$ cat src/hss_defs.svh
// Constants for the hot standby side control block
// Contract
// - Only primary side drives field networks.
// - Exactly one side primary, other standby.
// - Each side keeps own status database.
// - Power loss, host, button, UI trigger changeover.
// - Optional link-loss triggers also cause changeover.
// - Three second hold enters forced primary.
// - Three second hold again leaves forced primary.
// - Button indicator flashes during forced primary.
// - Network ports share one standby setting.
// - Responding setting answers in either role.
// - Silent setting answers only when primary.
// - Primary answers and executes all commands.
// - Responding standby executes only switch command.
// - Silent standby switches only via serial.
// - Both hosts handled with equal weight.
// - Termination enables off after reset.
// - Termination enable held per serial port.
`ifndef HSS_DEFS_SVH
`define HSS_DEFS_SVH
// ----------------------------------------
// Register offsets
// ----------------------------------------
`define HSS_REG_CTRL 4'h0
`define HSS_REG_STAT 4'h4
`define HSS_REG_TERM 4'h8
`define HSS_REG_CMD 4'hC
// ----------------------------------------
// Control fields
// ----------------------------------------
`define HSS_CTRL_NET_RESP 0
`define HSS_CTRL_SER0_RESP 1
`define HSS_CTRL_SER1_RESP 2
`define HSS_CTRL_EN_NETPLUG 3
`define HSS_CTRL_EN_NETIDLE 4
`define HSS_CTRL_EN_SERIDLE 5
`define HSS_CTRL_RESET 32'h00000000
// ----------------------------------------
// Timing
// ----------------------------------------
`define HSS_CLK_HZ 125000000
`define HSS_HOLD_MS 3000
`define HSS_HOLD_CYC ((`HSS_CLK_HZ / 1000) * `HSS_HOLD_MS)
`define HSS_FLASH_MS 250
`define HSS_FLASH_CYC ((`HSS_CLK_HZ / 1000) * `HSS_FLASH_MS)
`endif

$ cat src/hss_pkg.sv
// Types for the hot standby side control block
`default_nettype none
package hss_pkg;
    // Role of this side
    typedef enum logic [1:0] {
        HSS_ROLE_STANDBY = 2'b00,
        HSS_ROLE_PRIMARY = 2'b01,
        HSS_ROLE_FORCED = 2'b10
    } hss_role_t;
endpackage : hss_pkg
`default_nettype wire

$ cat src/hss_side_ctrl.sv
// Hot standby side control: role, changeover, host gating, termination
`include "hss_defs.svh"
`default_nettype none
module hss_side_ctrl #(
    parameter int unsigned HOLD_CYC = `HSS_HOLD_CYC,
    parameter int unsigned FLASH_CYC = `HSS_FLASH_CYC
) (
    // Clock and reset
    input wire logic sys_clk,
    input wire logic sys_rst,
    // Avalon-MM slave
    input wire logic [3:0] avs_address,
    input wire logic avs_read,
    input wire logic avs_write,
    input wire logic [31:0] avs_writedata,
    output logic [31:0] avs_readdata,
    output logic avs_waitrequest,
    // Peer side status and start-up strap
    input wire logic peer_power_ok,
    input wire logic peer_is_primary,
    input wire logic start_primary,
    // Front panel
    input wire logic primary_btn,
    output logic primary_led,
    // Host link health
    input wire logic net_plugged,
    input wire logic net_traffic_lost,
    input wire logic [1:0] ser_traffic_lost,
    // Host messages: index 0 network, 1 and 2 serial
    input wire logic [2:0] host_msg,
    input wire logic [2:0] host_is_switch,
    output logic [2:0] host_reply_en,
    output logic [2:0] host_exec_en,
    // Roles and field control
    output logic is_primary,
    output logic field_drive_en,
    output logic swap_pulse,
    // Serial termination
    output logic [1:0] term_en
);
    // ----------------------------------------
    // State
    // ----------------------------------------
    hss_pkg::hss_role_t role_r; // Current role of this side
    logic [31:0] ctrl_r; // Response settings and trigger enables
    logic [1:0] term_r; // Per-port termination enable
    logic ui_req_r; // Software switch request, one cycle
    logic swap_r; // Changeover pulse, registered
    logic [31:0] flash_cnt_r; // Indicator flash divider
    logic flash_r; // Indicator flash phase
    logic [31:0] rdata_r; // Read data register
    logic ack_r; // Bus answer phase
    logic strap_done_r; // Start-up role taken
    logic net_plugged_r; // Previous plug state
    logic press_p; // Short button press
    logic hold_p; // Three second hold
    logic forced; // Forced primary active
    logic prim; // Primary or forced
    logic [2:0] resp_set; // Per-port responding setting
    logic host_switch; // Switch accepted from a host
    logic link_trig; // Optional link-loss trigger
    logic trig; // Any accepted changeover trigger
    logic bus_req; // Bus access present
    logic peer_fail; // Peer lost power while this side is standby

    // ----------------------------------------
    // Button hold detection
    // ----------------------------------------
    hss_hold_timer #(
        .HOLD_CYC(HOLD_CYC)
    ) u_hold (
        .sys_clk(sys_clk),
        .sys_rst(sys_rst),
        .btn(primary_btn),
        .press_pulse(press_p),
        .hold_pulse(hold_p)
    );

    assign forced = (role_r == hss_pkg::HSS_ROLE_FORCED);
    assign prim = (role_r != hss_pkg::HSS_ROLE_STANDBY);

    // ----------------------------------------
    // Host message gating
    // ----------------------------------------
    // Network ports share one setting, serial ports own one each
    assign resp_set[0] = ctrl_r[`HSS_CTRL_NET_RESP];
    assign resp_set[1] = ctrl_r[`HSS_CTRL_SER0_RESP];
    assign resp_set[2] = ctrl_r[`HSS_CTRL_SER1_RESP];

    // Reply and execute permission per port
    always_comb begin
        for (int i = 0; i < 3; i++) begin
            // Primary answers all; responding standby answers; silent standby is mute
            host_reply_en[i] = host_msg[i] && (prim || resp_set[i]);
            if (prim) begin
                host_exec_en[i] = host_msg[i];
            end else if (resp_set[i]) begin
                host_exec_en[i] = host_msg[i] && host_is_switch[i];
            end else begin
                // Silent standby: switch accepted from serial only
                host_exec_en[i] = host_msg[i] && host_is_switch[i] && (i != 0);
            end
        end
    end

    // Any permitted switch from any port, no port ranks above another
    assign host_switch = |(host_exec_en & host_is_switch);

    // ----------------------------------------
    // Changeover triggers
    // ----------------------------------------
    // Optional link triggers only matter on the primary side
    assign link_trig = prim && (
        (ctrl_r[`HSS_CTRL_EN_NETPLUG] && net_plugged_r && !net_plugged) ||
        (ctrl_r[`HSS_CTRL_EN_NETIDLE] && net_traffic_lost) ||
        (ctrl_r[`HSS_CTRL_EN_SERIDLE] && |ser_traffic_lost));

    // Peer power loss makes the standby take over
    // A primary side that loses its peer keeps its role: there is nothing to hand over
    assign peer_fail = !prim && !peer_power_ok;

    // Forced mode blocks every trigger other than the hold
    assign trig = !forced && (host_switch || ui_req_r || press_p || link_trig || peer_fail);

    // Plug edge memory
    always_ff @(posedge sys_clk or posedge sys_rst) begin
        if (sys_rst) begin
            net_plugged_r <= 1'b0;
        end else begin
            net_plugged_r <= net_plugged;
        end
    end

    // ----------------------------------------
    // Role state
    // ----------------------------------------
    // Role swaps in one edge; the peer sees our change and inverts
    always_ff @(posedge sys_clk or posedge sys_rst) begin
        if (sys_rst) begin
            role_r <= hss_pkg::HSS_ROLE_STANDBY;
            strap_done_r <= 1'b0;
            swap_r <= 1'b0;
        end else begin
            swap_r <= 1'b0;
            if (!strap_done_r) begin
                // Start-up role from strap, unless the peer already leads
                strap_done_r <= 1'b1;
                role_r <= (start_primary && !peer_is_primary) ?
                    hss_pkg::HSS_ROLE_PRIMARY : hss_pkg::HSS_ROLE_STANDBY;
            end else begin
                case (role_r)
                    hss_pkg::HSS_ROLE_STANDBY: begin
                        if (hold_p) begin
                            role_r <= hss_pkg::HSS_ROLE_FORCED;
                            swap_r <= 1'b1;
                        end else if (trig) begin
                            role_r <= hss_pkg::HSS_ROLE_PRIMARY;
                            swap_r <= 1'b1;
                        end
                    end
                    hss_pkg::HSS_ROLE_PRIMARY: begin
                        if (hold_p) begin
                            role_r <= hss_pkg::HSS_ROLE_FORCED;
                        end else if (host_switch || ui_req_r || link_trig) begin
                            // Own button press selects this side, not a swap,
                            // and a press must never mask a link loss in the same cycle
                            role_r <= hss_pkg::HSS_ROLE_STANDBY;
                            swap_r <= 1'b1;
                        end
                    end
                    hss_pkg::HSS_ROLE_FORCED: begin
                        if (hold_p) begin
                            role_r <= hss_pkg::HSS_ROLE_PRIMARY;
                        end
                    end
                    default: begin
                        role_r <= hss_pkg::HSS_ROLE_STANDBY;
                    end
                endcase
            end
        end
    end

    // Field drive strictly tied to primary role
    assign is_primary = prim;
    assign field_drive_en = prim && strap_done_r;
    assign swap_pulse = swap_r;

    // ----------------------------------------
    // Indicator flash
    // ----------------------------------------
    // Flash divider runs only while forced
    always_ff @(posedge sys_clk or posedge sys_rst) begin
        if (sys_rst) begin
            flash_cnt_r <= 32'h00000000;
            flash_r <= 1'b0;
        end else if (!forced) begin
            flash_cnt_r <= 32'h00000000;
            flash_r <= 1'b0;
        end else if (flash_cnt_r == FLASH_CYC - 1) begin
            flash_cnt_r <= 32'h00000000;
            flash_r <= !flash_r;
        end else begin
            flash_cnt_r <= flash_cnt_r + 32'h00000001;
        end
    end

    // Steady when primary, flashing when forced
    assign primary_led = forced ? !flash_r : prim;

    // ----------------------------------------
    // Register bus
    // ----------------------------------------
    assign bus_req = avs_read || avs_write;
    // One wait cycle, then answer
    assign avs_waitrequest = bus_req && !ack_r;

    // Answer phase toggles per access
    always_ff @(posedge sys_clk or posedge sys_rst) begin
        if (sys_rst) begin
            ack_r <= 1'b0;
        end else begin
            ack_r <= bus_req && !ack_r;
        end
    end

    // Writable registers
    always_ff @(posedge sys_clk or posedge sys_rst) begin
        if (sys_rst) begin
            ctrl_r <= `HSS_CTRL_RESET;
            term_r <= 2'b00;
            ui_req_r <= 1'b0;
        end else begin
            ui_req_r <= 1'b0;
            // Write lands on the answer edge, where waitrequest is low,
            // so the master's view of the access and the register agree
            if (avs_write && ack_r) begin
                case (avs_address)
                    `HSS_REG_CTRL: ctrl_r <= {26'h0000000, avs_writedata[5:0]};
                    `HSS_REG_TERM: term_r <= avs_writedata[1:0];
                    `HSS_REG_CMD: ui_req_r <= avs_writedata[0];
                    default: ;
                endcase
            end
        end
    end

    assign term_en = term_r;

    // Read data, unmapped addresses read zero
    always_ff @(posedge sys_clk or posedge sys_rst) begin
        if (sys_rst) begin
            rdata_r <= 32'h00000000;
        end else if (avs_read && !ack_r) begin
            case (avs_address)
                `HSS_REG_CTRL: rdata_r <= ctrl_r;
                `HSS_REG_STAT: rdata_r <= {29'h00000000, peer_is_primary, forced, prim};
                `HSS_REG_TERM: rdata_r <= {30'h00000000, term_r};
                default: rdata_r <= 32'h00000000;
            endcase
        end
    end

    assign avs_readdata = rdata_r;
endmodule : hss_side_ctrl
`default_nettype wire

$ cat src/hss_hold_timer.sv
// Press-and-hold detector for the primary button
`default_nettype none
module hss_hold_timer #(
    parameter int unsigned HOLD_CYC = 375000000
) (
    // Clock and reset
    input wire logic sys_clk,
    input wire logic sys_rst,
    // Button level and detection pulses
    input wire logic btn,
    output logic press_pulse,
    output logic hold_pulse
);
    logic [31:0] cnt_r;
    logic btn_r;
    logic fired_r;

    // Count while held, fire once per press
    always_ff @(posedge sys_clk or posedge sys_rst) begin
        if (sys_rst) begin
            cnt_r <= 32'h00000000;
            fired_r <= 1'b0;
            btn_r <= 1'b0;
        end else begin
            btn_r <= btn;
            if (!btn) begin
                cnt_r <= 32'h00000000;
                fired_r <= 1'b0;
            end else if (!fired_r && cnt_r == HOLD_CYC - 1) begin
                fired_r <= 1'b1;
            end else if (!fired_r) begin
                cnt_r <= cnt_r + 32'h00000001;
            end
        end
    end

    // Short press reported on release before the hold fired
    assign press_pulse = btn_r && !btn && !fired_r;
    assign hold_pulse = btn && !fired_r && (cnt_r == HOLD_CYC - 1);
endmodule : hss_hold_timer
`default_nettype wire

$ cat config.mk
export PLATFORM = sky130hd
export DESIGN_NAME = hss_side_ctrl
export DESIGN_NICKNAME = d
export VERILOG_FILES = /design/src/hss_pkg.sv /design/src/hss_side_ctrl.sv /design/src/hss_hold_timer.sv
export VERILOG_INCLUDE_DIRS = /design/src
export SDC_FILE = /design/constraint.sdc
export NUM_CORES = 1
export LEC_CHECK = 0
export ABC_CLOCK_PERIOD_IN_PS = 7400
export BUFFER_PORTS_ARGS = -buffer_cell sky130_fd_sc_hd__buf_2
export CORE_AREA = 2 2 84 126
export CTS_CLUSTER_SIZE = 28
export DETAILED_ROUTE_END_ITERATION = 8
export DIE_AREA = 0 0 86 128
export HOLD_SLACK_MARGIN = 0.1
export PLACE_DENSITY = 0.75
export SYNTH_ARGS = -nofsm -noshare
export SYNTH_HDL_FRONTEND = slang
export SYNTH_SLANG_ARGS = --single-unit
$ cat constraint.sdc
create_clock -name sys_clk -period 7.4 [get_ports sys_clk]
set_input_delay 1.48 -clock sys_clk [delete_from_list [all_inputs] [get_ports sys_clk]]
set_output_delay 1.48 -clock sys_clk [all_outputs]
set_load 0.01 [all_outputs]
==> impl_metrics.env, run 1 <==
export IMPL_status="completed"
export IMPL_post_cts_buffers=0
export IMPL_routed_via_density=5.70
export IMPL_clk_latency_ps=340
export IMPL_layout_drive_gt1_share=0.149
export IMPL_vias=3884
export IMPL_area_growth_pct=11.0
export IMPL_pwr_share_seq=0.476
export IMPL_grt_pass1_vias=3780
export IMPL_grt_overflow_total=0
export IMPL_synth_cells=516
export IMPL_synth_seq_cells=88
export IMPL_post_route_period_util=0.462
export IMPL_row_count=45
export IMPL_cp_arrival_ps=1940
export IMPL_power_density_nw_per_um2=198
export IMPL_swShare=0.230
export IMPL_slew_violations=0
export IMPL_yosys_cell_types_count=55
export IMPL_dp_hpwl_um=7410
export IMPL_ant_nets=0
export IMPL_hold_viol_final=0
export IMPL_tns_ps=0
export IMPL_clk_pin_slew_ps=60
export IMPL_grt_max_degree=89
export IMPL_firstDrtPassIters=4
export IMPL_crit_fanout=2
export IMPL_place_congestion=0.907
export IMPL_netSwitchingPower_mw=0.246
export IMPL_whs_ps=482
export IMPL_finClkSkew_ps=7.69
export IMPL_fmax_mhz=292
export IMPL_drc=0
export IMPL_diodes=0
export IMPL_setup_viol=0
export IMPL_ir_drop_uv=171
export IMPL_internal_power_mw=0.824
export IMPL_crit_path_start_kind="primary input"
export IMPL_die_h_um=128
export IMPL_drt_iter0_drc=181
export IMPL_crit_path_end_kind="primary output"
export IMPL_cts_root_buf="clkbuf_16"
export IMPL_boundaryPins=99
export IMPL_required_ps=5920
export IMPL_worstSetupPathType="in2out"
export IMPL_die_area_um2=11000
export IMPL_h_tree_depth=3
export IMPL_synth_edff_count=0
export IMPL_io_buffers=46
export IMPL_max_slew_margin=0.260
export IMPL_p_leak_nw=2.31
export IMPL_finalPower_mw=1.07
export IMPL_avgSynthCellArea_um2=9.43
export IMPL_core_area_um2=9970
export IMPL_hp_class="reg2reg"
export IMPL_cts_resized=0
export IMPL_synth_warnings=0
export IMPL_initial_core_util=0.488
export IMPL_tightest_slew_ps=1110
export IMPL_finalCriticalPeriod_ps=3420
export IMPL_syn_area_um2=4860
export IMPL_holdBufCountCts=0
export IMPL_ys_seq_area_frac=0.453
export IMPL_layout_nets=615
export IMPL_tritoncts="built"
export IMPL_p_comb_frac=0.077
export IMPL_ys_flop_type="dfrtp_1"
export IMPL_grt_antenna_before_repair=1
export IMPL_numCtsBuffers=9
export IMPL_grt_setup_unrepaired="no"
export IMPL_wl_per_cell_um=15.3
export IMPL_synth_async_reset_ratio=1.00
export IMPL_max_cap_violations=0
export IMPL_wl_um=10400
export IMPL_pwr_share_clk=0.448
export IMPL_clockBufferDepth=2
export IMPL_clkSinkCount=88
export IMPL_groute_usage_overall=0.200
export IMPL_die_x_um=86
export IMPL_grt_pass1_wl_um=17600
area by class of cell:
class / count / area (um^2)
sequential: 88 / 2200
tap: 117 / 146
timing repair buffer: 49 / 253
fill: 876 / 4560
inverter: 10 / 38.8
clock buffer: 11 / 233
multi-input combinational: 401 / 2450
clock inverter: 5 / 81.3
worst max-delay path, stage by stage:
cell	delay [ps]
buf_2	90
nand2_1	40
a21boi_0	170
buf_2	160
registers in the layout (all words and copies together), names as in the netlist:
signal	flops
swap_pulse	1
strap_done_r	1
flash_cnt_r	32
ui_req_r	1
u_hold.fired_r	1
term_en	2
u_hold.btn_r	1
u_hold.cnt_r	32
role_r	2
avs_readdata	6
ctrl_r	6
ack_r	1
flash_r	1
net_plugged_r	1
metrics by stage:
step / setup WS [ps] / area [um^2] / cells / utilization
finish: 3980 / 5400 / 681 / 0.542
global route: 3950 / 5400 / 681 / 0.542
CTS: 3990 / 5400 / 681 / 0.542
detailed placement: 3870 / 5090 / 665 / 0.510
global placement: 3950 / 5090 / 665 / 0.510
floorplan: 3640 / 4960 / 541 / -
path summary, 6_finish.rpt:
path / start / endpoint / slack (ps) / cells after the start
worst max-delay path: host_is_switch[0] / host_exec_en[0] / 3980 / 4
worst min-delay path: avs_readdata[2] / avs_readdata[2] / 480 / 2
worst max register to register: flash_cnt_r[17] / flash_cnt_r[11] / 4630 / 5
worst min register to register: avs_readdata[2] / avs_readdata[2] / 480 / 2
max in group asynchronous: sys_rst / avs_readdata[4] / 5210 / 3
min in group asynchronous: sys_rst / flash_cnt_r[1] / 1480 / 3
power by group through the flow:
stage                     logic (mW)  clock network (mW)  registers [mW]
after floorplan               0.0618                   0           0.516
after global placement        0.0812                   0           0.517
after global routing          0.0925               0.514           0.511
after CTS                     0.0837               0.489           0.509
final                         0.0819               0.479           0.509
after detailed placement      0.0830                   0           0.517
metal layers:
metal | part of all wire | routed length [um] | track usage
met1 | 0.41 | 4230 | 0.240
met2 | 0.54 | 5590 | 0.343
met3 | 0.033 | 343 | 0.0464
met4 | 0.021 | 214 | 0.0803
met5 | 0.0013 | 13 | 0
placed cells by master (no fill, tap or decap), types with 7 or more instances in the layout:
cell type / Yosys / layout
nand2b_1: 16 / 16
nor4_1: 9 / 9
xor2_1: 26 / 26
or3_1: 9 / 9
dfrtp_1: 88 / 88
nand3_1: 32 / 32
o31ai_1: 12 / 12
clkbuf_16: 0 / 9
conb_1: 2 / 27
nand2_1: 42 / 42
mux2_2: 8 / 8
nor2_1: 56 / 56
or4_1: 13 / 13
mux2i_1: 10 / 10
xnor2_1: 8 / 8
a21oi_1: 19 / 19
o21ai_0: 11 / 11
buf_2: 7 / 46
inv_1: 9 / 8
nand4_1: 25 / 25
and3_1: 13 / 13
nor3_1: 7 / 7
cells by family (layout without fill, tap and decap cells):
group,Yosys count,after routing,share of synthesized area
AOI/OAI and AO/OA,66,66,0.0887
xor gates and xnor gates,34,34,0.0612
adders and majority gates,2,2,0.00514
buffers and inverters,52,75,0.0635
DFF,88,88,0.453
muxes,18,18,0.0391
other,2,27,0.00154
and+or+nand+nor,254,254,0.288
cells in the mapped netlist (4+ instances only):
library cell   n  area share
dfrtp_1       88        0.45
nor2_1        56       0.043
nand2_1       42       0.032
nand3_1       32       0.033
buf_4         26       0.040
xor2_1        26       0.047
nand4_1       25       0.032
a21oi_1       19       0.020
nand2b_1      16       0.021
and3_1        13       0.017
or4_1         13       0.020
o31ai_1       12       0.019
o21ai_0       11       0.011
mux2i_1       10       0.021
inv_1          9      0.0069
nor4_1         9       0.012
or3_1          9       0.012
clkbuf_1       8      0.0062
mux2_2         8       0.019
xnor2_1        8       0.014
buf_2          7      0.0072
nor3_1         7      0.0072
and2_1         6      0.0077
o21a_1         5      0.0077
nor4b_1        4      0.0072
No activity file was read; power rests on OpenSTA's default activity.
==> run 2, diff against run 1 <==
ABC_CLOCK_PERIOD_IN_PS = 2910   (was 7400)
PLACE_DENSITY = 0.77   (was 0.75)
clock period = 2.91 ns   (was 7.4 ns; I/O delays follow)
==> impl_metrics.env, run 2 (synthesis results as in run 1) <==
export IMPL_multiInputGateArea_um2=2450
export IMPL_firstDrtPassIters=5
export IMPL_layout_common_cells="dfrtp_1 (88), nor2_1 (56), buf_2 (46)"
export IMPL_status="completed"
export IMPL_top_regs="flash_cnt_r: 32 flops, u_hold.cnt_r: 32 flops"
export IMPL_required_ps=2330
export IMPL_crit_buf_inv=2
export IMPL_clkSinkCount=88
export IMPL_p_leak_nw=2.35
export IMPL_netSwitchingPower_mw=0.631
export IMPL_post_route_period_util=0.775
export IMPL_fmax_mhz=443
export IMPL_whs_ps=333
export IMPL_clk_pin_slew_ps=60
export IMPL_boundaryPins=99
export IMPL_setup_viol=0
export IMPL_crit_path_start="role_r[1]"
export IMPL_ant_nets=0
export IMPL_vias=3925
export IMPL_groute_usage_overall=0.200
export IMPL_worstSetupPathType="reg2out"
export IMPL_cts_resized=0
export IMPL_crit_path_start_kind="flop"
export IMPL_h_tree_depth=3
export IMPL_layout_drive_gt1_share=0.160
export IMPL_finClkSkew_ps=5.49
export IMPL_grt_setup_unrepaired="no"
export IMPL_numCtsBuffers=9
export IMPL_holdBufCountCts=0
export IMPL_crit_fanout=8
export IMPL_pwr_share_clk=0.451
export IMPL_grt_antenna_before_repair=0
export IMPL_cp_arrival_ps=1670
export IMPL_die_area_um2=11000
export IMPL_die_x_um=86
export IMPL_slew_violations=0
export IMPL_tritoncts="built"
export IMPL_area_growth_pct=12.4
export IMPL_pwr_share_seq=0.471
export IMPL_max_stage_delay_ps=440
export IMPL_wl_um=10500
export IMPL_swShare=0.230
export IMPL_finalCriticalPeriod_ps=2260
export IMPL_initial_core_util=0.488
export IMPL_io_buffers=46
export IMPL_tightest_slew_ps=717
export IMPL_power_density_nw_per_um2=502
export IMPL_clk_latency_ps=340
export IMPL_cp_top_family="flip-flops"
export IMPL_crit_path_end_kind="primary output"
export IMPL_die_h_um=128
export IMPL_row_count=45
export IMPL_core_area_um2=9970
export IMPL_drt_iter0_drc=167
export IMPL_fillers=895
export IMPL_rrSetupSlack_ps=780
export IMPL_reg2reg_from="u_hold.cnt_r[0]"
export IMPL_finalPower_mw=2.75
export IMPL_wl_per_cell_um=15.2
export IMPL_ff_latch_area_um2=2200
export IMPL_hp_class="in2async"
export IMPL_grt_max_degree=89
export IMPL_p_comb_frac=0.078
export IMPL_place_congestion=0.929
export IMPL_grt_pass1_vias=3827
export IMPL_max_slew_margin=0.517
export IMPL_crit_chain="nor2_1 -> clkinv_1 -> o21a_1 -> buf_2"
export IMPL_max_cap_violations=0
export IMPL_final_common_cell="dfrtp_1"
export IMPL_cts_root_buf="clkbuf_16"
export IMPL_clockBufferDepth=2
export IMPL_grt_pass1_wl_um=17500
export IMPL_routed_via_density=5.71
export IMPL_ir_drop_uv=352
export IMPL_tns_ps=0
export IMPL_internal_power_mw=2.12
export IMPL_layout_nets=621
export IMPL_hold_viol_final=0
export IMPL_grt_overflow_total=0
export IMPL_post_cts_buffers=0
export IMPL_drc=0
export IMPL_cpMaxStageDelayCell="dfrtp_1"
export IMPL_dp_hpwl_um=7470
[run 2: final cells by class]
class,instances,share of cell area
multi-input cells,401,0.448
flip-flops and latches,88,0.403
repair buffers,55,0.0568
clock buffers,10,0.0437
well taps,117,0.0268
clock inverters,5,0.0149
inverters,10,0.00709
diodes,1,0.000458
[run 2: through the flow]
stage / area [um^2] / utilization / cells / worst slack, ps
6_report: 5470 / 0.549 / 687 / 654
5_1_grt: 5470 / 0.548 / 686 / 588
4_1_cts: 5470 / 0.548 / 686 / 640
3_5_place_dp: 5140 / 0.516 / 671 / 809
3_3_place_gp: 5140 / 0.516 / 671 / 854
2_1_floorplan: 4960 / - / 541 / 49.4
[run 2: power groups by stage]
stage / Sequential [mW] / Combinational [mW] / Clock [mW]
5_1_grt: 1.30 / 0.239 / 1.31
2_1_floorplan: 1.31 / 0.157 / 0
3_3_place_gp: 1.31 / 0.210 / 0
4_1_cts: 1.29 / 0.216 / 1.26
6_report: 1.29 / 0.213 / 1.24
3_5_place_dp: 1.31 / 0.215 / 0
[run 2: path summary, 6_finish.rpt]
| kind | endpoint | depth (start not counted) |
|---|---|---|
| hold reg to reg | avs_readdata[2] | 2 |
| hold / removal | flash_cnt_r[4] | 3 |
| min in group sys_clk | net_plugged_r | 1 |
| max in group asynchronous | strap_done_r | 3 |
| setup reg to reg | swap_pulse | 6 |
| setup / recovery | host_reply_en[0] | 4 |
[run 2: worst reg2reg max path: stages, from the launching register on]
cell and delay, ps:
dfrtp_1 380, ha_1 200, and3_1 190, nand4_1 220, or4_1 700, a31o_1 250
a21oi_2 130
[run 2: per-layer routing]
metal	wire length, um	part of all wire	GRT usage
met5	0	0	0
met4	304	0.029	0.103
met3	324	0.031	0.0367
met2	5670	0.54	0.335
met1	4160	0.40	0.243
==> run 3, diff against run 2 <==
ABC_AREA = 1   (was unset)
ABC_CLOCK_PERIOD_IN_PS = 2000   (was 2910)
CORE_AREA = 2 2 91 137   (was 2 2 84 126)
DIE_AREA = 0 0 93 139   (was 0 0 86 128)
PLACE_DENSITY = 0.76   (was 0.77)
clock period = 2 ns   (was 2.91 ns; I/O delays follow)
==> impl_metrics.env, run 3 <==
export IMPL_top_regs="flash_cnt_r: 32 flops, u_hold.cnt_r: 32 flops"
export IMPL_hp_class="in2reg"
export IMPL_clk_latency_ps=350
export IMPL_ir_drop_uv=378
export IMPL_grt_overflow_total=0
export IMPL_layout_nets=977
export IMPL_finalCriticalPeriod_ps=1860
export IMPL_gr_usage_met1=0.271
export IMPL_finClkSkew_ps=9.04
export IMPL_hold_viol_final=0
export IMPL_dpl_cell_area_um2=6180
export IMPL_internal_power_mw=2.96
export IMPL_numCtsBuffers=9
export IMPL_die_h_um=139
export IMPL_synth_warnings=0
export IMPL_avgSynthCellArea_um2=6.74
export IMPL_crit_fanout=21
export IMPL_busiest_layer="met2"
export IMPL_drc=0
export IMPL_layout_common_cells="nand2_1 (248), nor2_1 (153), inv_1 (89)"
export IMPL_p_leak_nw=2.88
export IMPL_clk_pin_slew_ps=70
export IMPL_synth_top_area_share=0.380
export IMPL_cp_arrival_ps=2080
export IMPL_syn_area_um2=5790
export IMPL_layout_drive_gt1_share=0.119
export IMPL_p_comb_frac=0.091
export IMPL_diodes=0
export IMPL_crit_path_start_kind="flop"
export IMPL_setup_viol=0
export IMPL_dp_hpwl_um=12000
export IMPL_die_x_um=93
export IMPL_ys_seq_area_frac=0.380
export IMPL_yosys_cell_types_count=37
export IMPL_firstDrtPassIters=5
export IMPL_h_tree_depth=3
export IMPL_io_buffers=46
export IMPL_tritoncts="built"
export IMPL_use_met2=0.434
export IMPL_grt_max_degree=50
export IMPL_post_route_period_util=0.928
export IMPL_fillers=1206
export IMPL_met3_usage=0.0293
export IMPL_fmax_mhz=539
export IMPL_power_density_nw_per_um2=617
export IMPL_grt_pass1_wl_um=25000
export IMPL_grt_antenna_before_repair=0
export IMPL_required_ps=2220
export IMPL_worstSetupPathType="reg2reg"
export IMPL_drt_iter0_drc=217
export IMPL_synth_most_common_cell="nand2_1"
export IMPL_crit_path_end_kind="flop"
export IMPL_synth_edff_count=0
export IMPL_final_common_cell="nand2_1"
export IMPL_grt_setup_unrepaired="no"
export IMPL_synth_async_reset_ratio=1.00
export IMPL_synth_largest_area_cell="dfrtp_1"
export IMPL_vias=5571
export IMPL_max_cap_violations=0
export IMPL_die_area_um2=12900
export IMPL_post_cts_buffers=0
export IMPL_ys_flop_type="dfrtp_1"
export IMPL_boundaryPins=99
export IMPL_rrSetupSlack_ps=140
export IMPL_synth_area_leaders="dfrtp_1 (38%), nand2_1 (16%), nor2_1 (10%), nand3_1 (7.0%), inv_1 (5.8%)"
export IMPL_clkSinkCount=88
export IMPL_swShare=0.263
export IMPL_initial_core_util=0.492
export IMPL_stdcell_area_um2=6520
export IMPL_synth_cells=860
export IMPL_routed_via_density=5.16
export IMPL_tns_ps=0
export IMPL_core_area_um2=11800
export IMPL_wl_um=15400
export IMPL_slew_violations=0
export IMPL_row_count=49
export IMPL_synth_seq_cells=88
export IMPL_cts_root_buf="clkbuf_16"
export IMPL_clockBufferDepth=2
export IMPL_netSwitchingPower_mw=1.06
export IMPL_ant_nets=0
export IMPL_groute_usage_overall=0.246
export IMPL_netlist_top_cells_count="nand2_1 (248), nor2_1 (154), inv_1 (90)"
export IMPL_place_congestion=1.02
export IMPL_pwr_share_clk=0.441
export IMPL_status="completed"
export IMPL_wl_per_cell_um=14.3
export IMPL_area_growth_pct=12.5
export IMPL_pwr_share_seq=0.468
export IMPL_grt_pass1_vias=5370
-- run 3: cell count changes after synthesis, sizes merged, moves of 14 or more --
cell	delta
nand3	+49
inv	+82
nor3	+31
nand2b	-16
nor2	+101
o21ai	+36
nand2	+208
a21oi	-14
nand4	-19
-- run 3: routing by layer --
metal	vias up	routed length [um]
li1	2794	-
met1	2561	5920
met2	154	8070
met3	62	506
met4	0	954
met5	-	0
-- run 3: final timing paths --
path,startpoint,endpoint,cells past startpoint
max,u_hold.cnt_r[0],u_hold.cnt_r[9],11
min,net_plugged,net_plugged_r,1
max reg2reg,u_hold.cnt_r[0],u_hold.cnt_r[9],11
min reg2reg,ack_r,ack_r,1
max in group asynchronous,sys_rst,u_hold.cnt_r[14],4
min in group asynchronous,sys_rst,flash_cnt_r[19],3
-- run 3: layout make-up --
cell class                 count  area (um^2)  area share
clock buffer                   9          225      0.0346
clock inverter                 7         85.1      0.0131
inverter                      92          367      0.0562
multi-input combinational    664         3040       0.466
sequential                    88         2200       0.338
tap                          153          191      0.0294
timing repair buffer          66          408      0.0626
-- run 3: metrics by stage --
stage / utilization / instances / setup slack [ps] / hold slack, ps / power [mW]
2_1_floorplan: - / 885 / 330 / 431 / 2.16
5_1_grt: 0.554 / 1079 / 4.10 / 167 / 4.18
3_5_place_dp: 0.525 / 1062 / 86.1 / 433 / 2.28
4_1_cts: 0.553 / 1079 / 62.0 / 159 / 4.06
6_report: 0.554 / 1079 / 143 / 170 / 4.02
3_3_place_gp: 0.525 / 1062 / 133 / 431 / 2.27
-- run 3: logic make-up after synthesis --
| logic type | synth area share |
|---|---|
| mux | 0.00583 |
| buf+inv | 0.113 |
| flops | 0.380 |
| simple gates | 0.391 |
| fa+ha+maj | 0.00432 |
| compound gates | 0.0656 |
| xor+xnor | 0.0393 |
| other cells | 0.00130 |
-- run 3: what timing repair did --
| item | in CTS | in global routing |
|---|---|---|
| endpoints found under the hold margin | 15 | 0 |
| gates resized for setup | 0 | 5 |
| hold buffers | 1 | 0 |
| setup endpoints to repair | 0 | 25 |
-- run 3: power by group through the flow --
stage / combinational, mW / clock [mW] / sequential, mW
2_1_floorplan: 0.252 / 0 / 1.91
3_3_place_gp: 0.360 / 0 / 1.91
3_5_place_dp: 0.365 / 0 / 1.91
4_1_cts: 0.368 / 1.82 / 1.88
5_1_grt: 0.412 / 1.89 / 1.88
6_report: 0.365 / 1.77 / 1.88
-- run 3: critical path: stages, from the launching register on --
cell	delay, ps
dfrtp_1	410
ha_2	230
nand2_2	80
nor2_4	120
nand2_4	110
clkinv_4	80
nand3_2	90
nor2_4	160
nor2_4	70
buf_4	200
nand2_1	80
o21ai_0	80
